$ cat src/shared/acd_map.vh
// Purpose: register map, field positions and reset values of the aligned clock divider
// Assumes: AHB-Lite slave, 32-bit words, byte addresses
// Notes: definitions only
`ifndef ACD_MAP_VH
`define ACD_MAP_VH

// register byte offsets
`define ACD_CTRL_OFS 12'h000
`define ACD_STAT_OFS 12'h004

// control register fields
`define ACD_CTRL_DIVRST_BIT 0
`define ACD_CTRL_RELEN_BIT 1
`define ACD_CTRL_SEL_LSB 2
`define ACD_CTRL_SEL_MSB 3

// control register reset values
`define ACD_DIVRST_RESET 1'h1
`define ACD_RELEN_RESET 1'h0
`define ACD_SEL_RESET 2'h0

// reset release clock select encodings
`define ACD_SEL_PRIMARY 2'h0
`define ACD_SEL_AUX1 2'h1
`define ACD_SEL_AUX2 2'h2
`define ACD_SEL_AUX3 2'h3

// status register fields
`define ACD_STAT_DLYEN_BIT 0
`define ACD_STAT_DIVRUN_BIT 1
`define ACD_STAT_RELPEND_BIT 2
`define ACD_STAT_RELFIRED_BIT 3
`define ACD_STAT_CNT_LSB 4
`define ACD_STAT_CNT_MSB 6

// number of sampled input pins: four clocks and the release input
`define ACD_NPIN 5
`define ACD_REL_PIN 4

`endif

$ cat src/rtl/acd_top.v
// Purpose: aligned clock divider with matched delay and reset/release control
// Assumes: all input clocks and release arrive as pins well below clk/2, sampled by clk
// Notes: outputs are clk-domain registers; matched delay is two sync stages plus one register
// Function
// - make delayed primary, half, quarter and eighth rate outputs from primary input
// - divided outputs rise together with the delayed primary output, not input
// - delayed output keeps input duty; divided outputs are always 50/50
// - three aux clocks get the same delay as the primary clock
// - each delayed output keeps the duty cycle of its own input
// - divider reset forces every clock output low at once
// - delayed outputs start one cycle after registered reset release
// - without release gating, divided outputs start likewise after registered release
// - with gating, divided outputs wait for release rise, start at next primary rise
// - reset release synchronised to selected input clock, primary by default
// - release only gates the divided outputs, never the delayed ones
// - release gating is a boolean setting, default off; off means release ignored
// - release is ignored while divider reset is high
// - release acts on rising edge once; ignored afterwards until next reset
// - selection accepts exactly one of the four input clocks, primary default
//
// Our own choices: register access over AHB-Lite and the register offsets.
`timescale 1ns/10ps
`include "acd_map.vh"

module acd_top (
   input wire clk,
   input wire rst_n,
   input wire ce,
   // ahb-lite slave
   input wire hsel,
   input wire [11:0] haddr,
   input wire [1:0] htrans,
   input wire hwrite,
   input wire [2:0] hsize,
   input wire [31:0] hwdata,
   input wire hready,
   output wire hreadyout,
   output wire hresp,
   output reg [31:0] hrdata,
   // clock pins
   input wire primary_clk_in,
   input wire aux_clk_in_1,
   input wire aux_clk_in_2,
   input wire aux_clk_in_3,
   input wire release_in,
   // clock outputs
   output wire primary_delayed_out,
   output wire primary_half_out,
   output wire primary_quarter_out,
   output wire primary_eighth_out,
   output wire aux_delayed_out_1,
   output wire aux_delayed_out_2,
   output wire aux_delayed_out_3
);

   // control state
   reg divider_reset;
   reg release_gating_en;
   reg [1:0] reset_release_clock_select;

   // bus data phase
   reg dphase_write;
   reg [11:0] dphase_addr;

   // pin synchronisers
   reg [`ACD_NPIN-1:0] pin_meta;
   reg [`ACD_NPIN-1:0] pin_sync;
   reg [`ACD_NPIN-1:0] pin_prev;

   // release and run state
   reg release_armed;
   reg delayed_en;
   reg [3:0] out_gate;
   reg release_fired;
   reg div_run;
   reg [2:0] div_cnt;

   // output flops
   reg [3:0] delayed_q;
   reg half_q;
   reg quarter_q;
   reg eighth_q;

   wire addr_phase;
   wire primary_rise;
   wire sel_rise;
   wire release_rise;
   wire div_go;
   wire release_pending;

   // next values of the clocked state
   reg [3:0] next_out_gate;
   reg [3:0] next_delayed_q;
   reg next_release_fired;
   reg next_div_run;
   reg [2:0] next_div_cnt;
   reg next_half;
   reg next_quarter;
   reg next_eighth;

   // one-cycle pulse on a synced low-to-high step
   function rise_of;
      input now_level;
      input last_level;
      begin
         rise_of = now_level & ~last_level;
      end
   endfunction

   // divider reset wins over any stored level, with no clock edge needed
   function gate_out;
      input level;
      input force_low;
      begin
         gate_out = level & ~force_low;
      end
   endfunction

   function [31:0] read_word;
      input [11:0] addr;
      begin
         read_word = 32'h0000_0000;
         case (addr)
            `ACD_CTRL_OFS: begin
               read_word[`ACD_CTRL_DIVRST_BIT] = divider_reset;
               read_word[`ACD_CTRL_RELEN_BIT] = release_gating_en;
               read_word[`ACD_CTRL_SEL_MSB:`ACD_CTRL_SEL_LSB] = reset_release_clock_select;
            end
            `ACD_STAT_OFS: begin
               read_word[`ACD_STAT_DLYEN_BIT] = delayed_en;
               read_word[`ACD_STAT_DIVRUN_BIT] = div_run;
               read_word[`ACD_STAT_RELPEND_BIT] = release_pending;
               read_word[`ACD_STAT_RELFIRED_BIT] = release_fired;
               read_word[`ACD_STAT_CNT_MSB:`ACD_STAT_CNT_LSB] = div_cnt;
            end
            default: begin
               read_word = 32'h0000_0000;
            end
         endcase
      end
   endfunction

   // bus stalls while the clock enable is low so no access is lost
   assign hreadyout = ce;
   assign hresp = 1'b0;
   assign addr_phase = hsel & htrans[1] & hready & ce;

   always @(posedge clk) begin
      if (!rst_n) begin
         dphase_write <= 1'b0;
         dphase_addr <= 12'h000;
         hrdata <= 32'h0000_0000;
      end else if (ce) begin
         dphase_write <= addr_phase & hwrite;
         if (addr_phase) begin
            dphase_addr <= {haddr[11:2], 2'b00};
            hrdata <= hwrite ? 32'h0000_0000 : read_word({haddr[11:2], 2'b00});
         end
      end
   end

   // control register; unmapped writes are dropped
   always @(posedge clk) begin
      if (!rst_n) begin
         divider_reset <= `ACD_DIVRST_RESET;
         release_gating_en <= `ACD_RELEN_RESET;
         reset_release_clock_select <= `ACD_SEL_RESET;
      end else if (ce && dphase_write && dphase_addr == `ACD_CTRL_OFS) begin
         divider_reset <= hwdata[`ACD_CTRL_DIVRST_BIT];
         release_gating_en <= hwdata[`ACD_CTRL_RELEN_BIT];
         reset_release_clock_select <= hwdata[`ACD_CTRL_SEL_MSB:`ACD_CTRL_SEL_LSB];
      end
   end

   // pins pass two flops; only pin_sync and later are read
   always @(posedge clk) begin
      if (!rst_n) begin
         pin_meta <= 5'h00;
         pin_sync <= 5'h00;
         pin_prev <= 5'h00;
      end else if (ce) begin
         pin_meta <= {release_in, aux_clk_in_3, aux_clk_in_2, aux_clk_in_1, primary_clk_in};
         pin_sync <= pin_meta;
         pin_prev <= pin_sync;
      end
   end

   assign primary_rise = rise_of(pin_sync[0], pin_prev[0]);
   assign sel_rise = rise_of(pin_sync[reset_release_clock_select],
                             pin_prev[reset_release_clock_select]);
   assign release_rise = rise_of(pin_sync[`ACD_REL_PIN], pin_prev[`ACD_REL_PIN]);

   // release is caught on the selected clock, outputs open one of its cycles later
   always @(posedge clk) begin
      if (!rst_n || divider_reset) begin
         release_armed <= 1'b0;
         delayed_en <= 1'b0;
      end else if (ce && sel_rise) begin
         release_armed <= 1'b1;
         delayed_en <= release_armed;
      end
   end

   // each gate opens only while its input is low, so no runt first pulse
   always @* begin
      next_out_gate = out_gate;
      if (!delayed_en) begin
         next_out_gate = 4'h0;
      end else if (ce) begin
         next_out_gate = out_gate | ~pin_sync[3:0];
      end
   end

   always @(posedge clk) begin
      if (!rst_n) begin
         out_gate <= 4'h0;
      end else begin
         out_gate <= next_out_gate;
      end
   end

   // one register stage for all four clocks keeps their relative phase
   always @* begin
      next_delayed_q = delayed_q;
      if (ce) begin
         next_delayed_q = pin_sync[3:0] & out_gate;
      end
   end

   always @(posedge clk) begin
      if (!rst_n) begin
         delayed_q <= 4'h0;
      end else begin
         delayed_q <= next_delayed_q;
      end
   end

   // release input: acted on once per reset, ignored while reset or gating off
   always @* begin
      next_release_fired = release_fired;
      if (ce && release_gating_en && release_rise) begin
         next_release_fired = 1'b1;
      end
   end

   always @(posedge clk) begin
      if (!rst_n || divider_reset) begin
         release_fired <= 1'b0;
      end else begin
         release_fired <= next_release_fired;
      end
   end

   // waiting for the primary gate too keeps the first divided rise on a delayed rise
   assign div_go = out_gate[0] & (release_gating_en ? release_fired : 1'b1);
   assign release_pending = release_gating_en & ~release_fired & ~divider_reset;

   // divided clocks only change on a delayed primary rise; low phase = high phase
   always @* begin
      next_div_run = div_run;
      next_div_cnt = div_cnt;
      next_half = half_q;
      next_quarter = quarter_q;
      next_eighth = eighth_q;
      if (!div_go) begin
         next_div_run = 1'b0;
         next_div_cnt = 3'h0;
         next_half = 1'b0;
         next_quarter = 1'b0;
         next_eighth = 1'b0;
      end else if (ce && primary_rise) begin
         next_div_run = 1'b1;
         next_div_cnt = div_cnt + 3'h1;
         next_half = ~div_cnt[0];
         next_quarter = ~div_cnt[1];
         next_eighth = ~div_cnt[2];
      end
   end

   always @(posedge clk) begin
      if (!rst_n || divider_reset) begin
         div_run <= 1'b0;
         div_cnt <= 3'h0;
         half_q <= 1'b0;
         quarter_q <= 1'b0;
         eighth_q <= 1'b0;
      end else begin
         div_run <= next_div_run;
         div_cnt <= next_div_cnt;
         half_q <= next_half;
         quarter_q <= next_quarter;
         eighth_q <= next_eighth;
      end
   end

   // divider reset gates outputs without waiting for a clock edge
   assign primary_delayed_out = gate_out(delayed_q[0], divider_reset);
   assign aux_delayed_out_1 = gate_out(delayed_q[1], divider_reset);
   assign aux_delayed_out_2 = gate_out(delayed_q[2], divider_reset);
   assign aux_delayed_out_3 = gate_out(delayed_q[3], divider_reset);
   assign primary_half_out = gate_out(half_q, divider_reset);
   assign primary_quarter_out = gate_out(quarter_q, divider_reset);
   assign primary_eighth_out = gate_out(eighth_q, divider_reset);

endmodule // acd_top

$ cat config.mk
export PLATFORM = sky130hd
export DESIGN_NAME = acd_top
export DESIGN_NICKNAME = d
export VERILOG_FILES = /design/src/rtl/acd_top.v
export VERILOG_INCLUDE_DIRS = /design/src /design/src/shared
export SDC_FILE = /design/constraint.sdc
export NUM_CORES = 1
export LEC_CHECK = 0
export BUFFER_PORTS_ARGS = -buffer_cell sky130_fd_sc_hd__buf_2
export CAP_MARGIN = 20
export CORE_MARGIN = 2
export CORE_UTILIZATION = 45
export DETAILED_ROUTE_END_ITERATION = 16
export GPL_TIMING_DRIVEN = 0
export PLACE_DENSITY = 0.81
export SLEW_MARGIN = 0
export SYNTH_ARGS = -nofsm -noshare
export SYNTH_HDL_FRONTEND = slang
export SYNTH_SLANG_ARGS = --single-unit
$ cat constraint.sdc
create_clock -name clk -period 1.5 [get_ports clk]
set_input_delay 0 -clock clk [delete_from_list [all_inputs] [get_ports clk]]
set_output_delay 0 -clock clk [all_outputs]
set_load 0.02 [all_outputs]
==> results of run 1 <==
-- per-stage QoR --
| stage | instances | utilization [%] | instance area (um2) |
|---|---|---|---|
| CTS | 419 | 59.80 | 3093 |
| global route | 419 | 60.01 | 3104 |
| finish | 419 | 60.01 | 3104 |
| global placement | 392 | 54.35 | 2811 |
| floorplan | 283 | - | 2529 |
| detailed placement | 392 | 54.35 | 2811 |
-- routing by layer --
| metal | wire [um] | track usage, % |
|---|---|---|
| met3 | 320 | 3.721 |
| met5 | 0 | 0 |
| met2 | 2434 | 29.57 |
| met4 | 32 | 5.893 |
| met1 | 2134 | 19.87 |
-- sequential cells by signal, indices dropped and copies added (netlist names), 3 cells and up --
name	count
dphase_addr	10
hrdata	7
pin_meta	5
pin_prev	5
pin_sync	5
delayed_q	4
out_gate	4
div_cnt	3
-- placed cells by master, fill, tap and decap left out, types with 2 or more instances in the layout --
master	netlist	layout
a21boi_0	4	4
a21boi_1	10	10
a21oi_1	4	4
a22o_1	3	3
buf_2	1	40
buf_4	32	32
clkbuf_1	7	8
clkbuf_8	0	6
conb_1	1	26
dfxtp_1	54	54
dlygate4sd3_1	0	19
inv_1	7	7
mux2i_1	26	26
nand2_1	34	34
nand3_1	6	5
nor2_1	12	12
nor2b_1	26	26
nor3_1	2	2
nor3b_1	2	2
nor4_4	2	2
o21a_1	2	2
o21ai_1	4	4
-- layout make-up --
type	count	area share, %
buffer	40	8.746
clock buffer	7	2.781
multi-input combinational	182	37.40
sequential	54	34.82
clock inverter	1	0.1612
inverter	7	0.8464
tap	70	2.821
timing repair buffer	58	12.41
-- logic make-up after synthesis --
logic type	synth area share (%)
buffers and inverters	12.23
other	0.1540
AO/OA/AOI/OAI	9.045
adder cells (fa/ha/maj)	0.5138
multiplexers	10.69
flip-flops	44.40
AND/OR/NAND/NOR	22.25
XOR/XNOR	0.7196
-- synth_stat cells (2+ instances only) --
| cell type | number | area, um2 |
|---|---|---|
| dfxtp_1 | 54 | 1081 |
| nand2_1 | 34 | 127.6 |
| buf_4 | 32 | 240.2 |
| mux2i_1 | 26 | 260.3 |
| nor2b_1 | 26 | 162.7 |
| nor2_1 | 12 | 45.04 |
| a21boi_1 | 10 | 75.07 |
| clkbuf_1 | 7 | 26.28 |
| inv_1 | 7 | 26.28 |
| nand3_1 | 6 | 30.03 |
| a21boi_0 | 4 | 30.03 |
| a21oi_1 | 4 | 20.02 |
| o21ai_1 | 4 | 20.02 |
| a22o_1 | 3 | 26.28 |
| nor3_1 | 2 | 10.01 |
| nor3b_1 | 2 | 15.01 |
| nor4_1 | 2 | 12.51 |
| nor4_4 | 2 | 42.54 |
| o21a_1 | 2 | 15.01 |
-- how the worst max path moves through the flow --
stage | start | slack (ns) | endpoint | cells past startpoint
3_5_place_dp | dphase_addr[6] | 0.1 | divider_reset | 4
2_1_floorplan | dphase_addr[2] | 0.38 | divider_reset | 4
6_report | dphase_addr[6] | 0.14 | divider_reset | 4
3_3_place_gp | dphase_addr[6] | 0.14 | divider_reset | 4
5_1_grt | dphase_addr[6] | 0.06 | divider_reset | 4
4_1_cts | dphase_addr[6] | 0.07 | divider_reset | 4
-- tightest hold or removal path: stages --
cell and delay, ns:
clkbuf_1 0.19, nand2_1 0.10, a21boi_1 0.05
-- report_power, final --
part / switching, mW / total, mW / internal, mW
Sequential: 0.0150 / 1.47 / 1.45
Clock: 0.449 / 0.822 / 0.373
Combinational: 0.167 / 0.332 / 0.165
Total: 0.631 / 2.62 / 1.99
-- timing repair --
action                                 4_1_cts  5_1_grt
setup buffers                                0        0
setup endpoints to repair                    0        4
resized for setup                            0        2
endpoints found under the hold margin       19        0
hold buffers                                19        0
==> impl_metrics.toml, run 1 <==
[clocking]
cts_tree = "yes"
htree_levels = 2
cts_buffers = 5
cts.sinks = 54
clock_path_buffers = 2
path_clk_slew_ns = 0.09
root_buffer = "clkbuf_8"
insertion_delay_ns = 0.31

[timing]
setup_tns_ns = 0
fin_crit_sh_pct = 90.86
fmax_ghz = 0.7337
hold_viol_final = 0
drv_slew = 0
rsz0062_at_grt = "false"
skew_ns = 0.007362
setup_slack_ns = 0.1370
period_needed_ns = 1.363
holdWs_ns = 0.07866
finalSetupViolCount = 0

[global_routing]
antenna_found_initial = 0
overflow = 0
grt_pass1_vias = 1874
grt_pass1_wl_mm = 8.211
grtUsageTotal_pct = 16.72
grt_start_max_net_pins = 16

[worst_setup_path]
required_ns = 1.69
path_max_fanout = 4
cp.arrival_ns = 1.55
timing.rr.end = "divider_reset"
r2r_cells = 4
crit_chain = "nor4_1 > nand3_2 > mux2i_1 > nand2_1"
crit_family = "simple AND/OR/NAND/NOR gates"
start_kind = "flop"
cpPeakStageDelay_ns = 0.41
r2r_slack_ns = 0.14
criticalPathCategory = "reg -> reg"
r2r-start = "dphase_addr[6]"
slowest_stage = "nor4_1"
endpoint_kind = "flop"
path_buf_inv = 0

[routing]
drt-initial-drc-count = 102
ant_nets = 0
vias = 1908
drt-pass1-iter-count = 4
wl_per_cell_um = 11.74
drt-total-wl_mm = 4.921
drc_errors = 0
via_per_inst = 4.554

[pwr]
cellLeakagePower_nw = 1.365
ir_drop_mv = 0.6949
powerDensity_mw_per_mm2 = 844.8
p_total_mw = 2.623

[layout]
regArea_mm2 = 0.001081
multiInputGateArea_mm2 = 0.001161
area_growth_pct = 27.49
nets = 409
diodes = 0
nFillCells = 465
drive_gt1_share_pct = 24.64

[logic_synthesis]
syn_area_mm2 = 0.002435
synthCells = 258
yosys_warnings = 0
synth_ff_type = "dfxtp_1"
avgSynthCellArea_um2 = 9.437
synth_cell_type_count = 38
synthArstFlopShare_pct = 0
yosysSeqAreaShare_pct = 44.40
synth_edf_count = 0
ys_ff_latch = 54

[die]
die_w_um = 77.56
ios = 101
core_mm2 = 0.005172
start_util_pct = 47.07
fp-row-count = 26
die_area_mm2 = 0.006015
die_y_um = 77.56

[place]
hpwl_mm = 3.490
place_congestion = 0.7513
pre_cts_ws_ns = 0.09521
portBuffers = 39

[worst_hold_path]
hp-start = "haddr[2]"
hold_depth = 3
holdPathEnd = "dphase_addr[2]"
min_path_type = "in -> reg"

[status]
run_status = "finished, final reports clean"

[job]
cap_viol_max_count = 0
Note: power is estimated with default switching activity, not from simulation.
==> run 2: changes to the inputs <==
- PLACE_DENSITY: 0.81 -> 0.77
==> run 2 against run 1 <==
  * Via count down 0.10%
  * Largest power group unchanged
  * Combinational power is 1% lower
  * Highest routed layer unchanged
  * Critical path depth did not move
  * Routed wire length shrank 5.2%
  * Flip-flop and latch count stayed put
  * Die area unchanged
  * Total power rose by 0.20%
  * Utilization barely moved
  * Worst hold slack better by 0.0038 ns
  * Global-route usage fell by 0.46 points
==> impl_metrics.toml, run 2 (synthesized netlist as in run 1, its figures left out) <==
[die]
die_area_mm2 = 0.006015
ios = 101
start_util_pct = 47.07
die_w_um = 77.56
fp-row-count = 26
core_mm2 = 0.005172
die_y_um = 77.56

[clocking]
cts_buffers = 5
cts_tree = "yes"
cts.sinks = 54
insertion_delay_ns = 0.31
path_clk_slew_ns = 0.09
clock_path_buffers = 2
htree_levels = 2
root_buffer = "clkbuf_8"
post_cts_buffers = 0

[layout]
final_common_cell = "dfxtp_1"
area_growth_pct = 27.39
nFillCells = 441
reg_top3 = "dphase_addr (10), hrdata (7)"
top_register = "dphase_addr"
diodes = 0
nets = 409
drive_gt1_share_pct = 24.64
final_cell_mix = "dfxtp_1, buf_2, nand2_1"
stdcell_area_mm2 = 0.003102
largest_reg_flops = 10
fin_cells = 419

[global_routing]
grt_start_max_net_pins = 17
overflow = 0
antenna_found_initial = 0
grtUsageTotal_pct = 16.26
grt_pass1_wl_mm = 7.797
grt_pass1_vias = 1767

[timing]
rsz0062_at_grt = "false"
period_needed_ns = 1.426
hold_viol_final = 0
setup_tns_ns = 0
skew_ns = 0.003057
finalSetupViolCount = 0
fmax_ghz = 0.7014
fin_crit_sh_pct = 95.05
holdWs_ns = 0.08247
drv_slew = 0

[job]
cap_viol_max_count = 0

[worst_setup_path]
criticalPathCategory = "reg -> reg"
start_kind = "flop"
cp.arrival_ns = 1.62
endpoint_kind = "flop"
required_ns = 1.69
path_max_fanout = 4

[routing]
vias = 1906
drt-pass1-iter-count = 4
drc_errors = 0
drt-initial-drc-count = 49
wl_per_cell_um = 11.14
via_per_inst = 4.549
ant_nets = 0
drt-total-wl_mm = 4.666

[place]
hpwl_mm = 3.574
postPlaceCellArea_mm2 = 0.002811
place_congestion = 0.7427
dp.cells = 392
portBuffers = 39

[pwr]
cellLeakagePower_nw = 1.363
ir_drop_mv = 0.6012
powerDensity_mw_per_mm2 = 847.2
p_total_mw = 2.628

[worst_hold_path]
min_path_type = "in -> reg"

[status]
run_status = "finished, final reports clean"
==> run 2: cell types whose count changed in the layout (fill, tap and decap cells not counted), sizes merged <==
cell      delta
clkbuf       -1
clkinvlp     +1
==> run 2: worst max-delay path, stage by stage (launching register included) <==
cell,delay (ns)
dfxtp_1,0.33
nor4_1,0.44
nand3_2,0.27
mux2i_1,0.21
nand2_1,0.07
==> run 2: path summary, 6_finish.rpt <==
path | end | slack (ns) | from | cells after the start
setup / recovery | divider_reset | 0.07 | dphase_addr[2] | 4
hold / removal | dphase_addr[2] | 0.08 | haddr[2] | 3
setup reg to reg | divider_reset | 0.07 | dphase_addr[2] | 4
hold reg to reg | hrdata[0] | 0.45 | hrdata[0] | 2
==> run 2: layer usage <==
layer	GRT usage (%)	routed length, um	vias to the layer above
met4	6.786	89	0
met1	17.61	2051	861
met5	0	0	-
met2	29.22	2270	52
met3	5.000	255	8
li1	-	-	985
==> run 2: what timing repair did <==
item / CTS / global route
hold buffers: 19 / 0
endpoints found under the hold margin: 19 / 0
setup endpoints to repair: 0 / 1
resized for setup: 0 / 1
==> run 2: area by class of cell <==
class                   count  area (um2)  share of cell area, %
clock buffers               6       82.58                  2.662
multi-input cells         182        1155                  37.23
flip-flops and latches     54        1081                  34.85
plain buffers              40       271.5                  8.754
clock inverters             2       12.51                 0.4034
well taps                  70       87.58                  2.824
inverters                   7       26.28                 0.8471
repair buffers             58       385.4                  12.42
==> run 2: power breakdown <==
group          total (mW)  internal [mW]  switching [mW]  leakage (nW)
Combinational       0.328          0.164           0.164         0.879
Clock               0.832          0.371           0.460        0.0472
Sequential           1.47           1.45          0.0140         0.437
==> run 2: per-stage QoR <==
step / util (%) / worst slack, ns
after floorplan: - / 0.3782
after global placement: 54.35 / 0.1235
after detailed placement: 54.35 / 0.08615
after CTS: 59.87 / 0.05096
after global routing: 59.97 / 0.02014
final: 59.97 / 0.07429
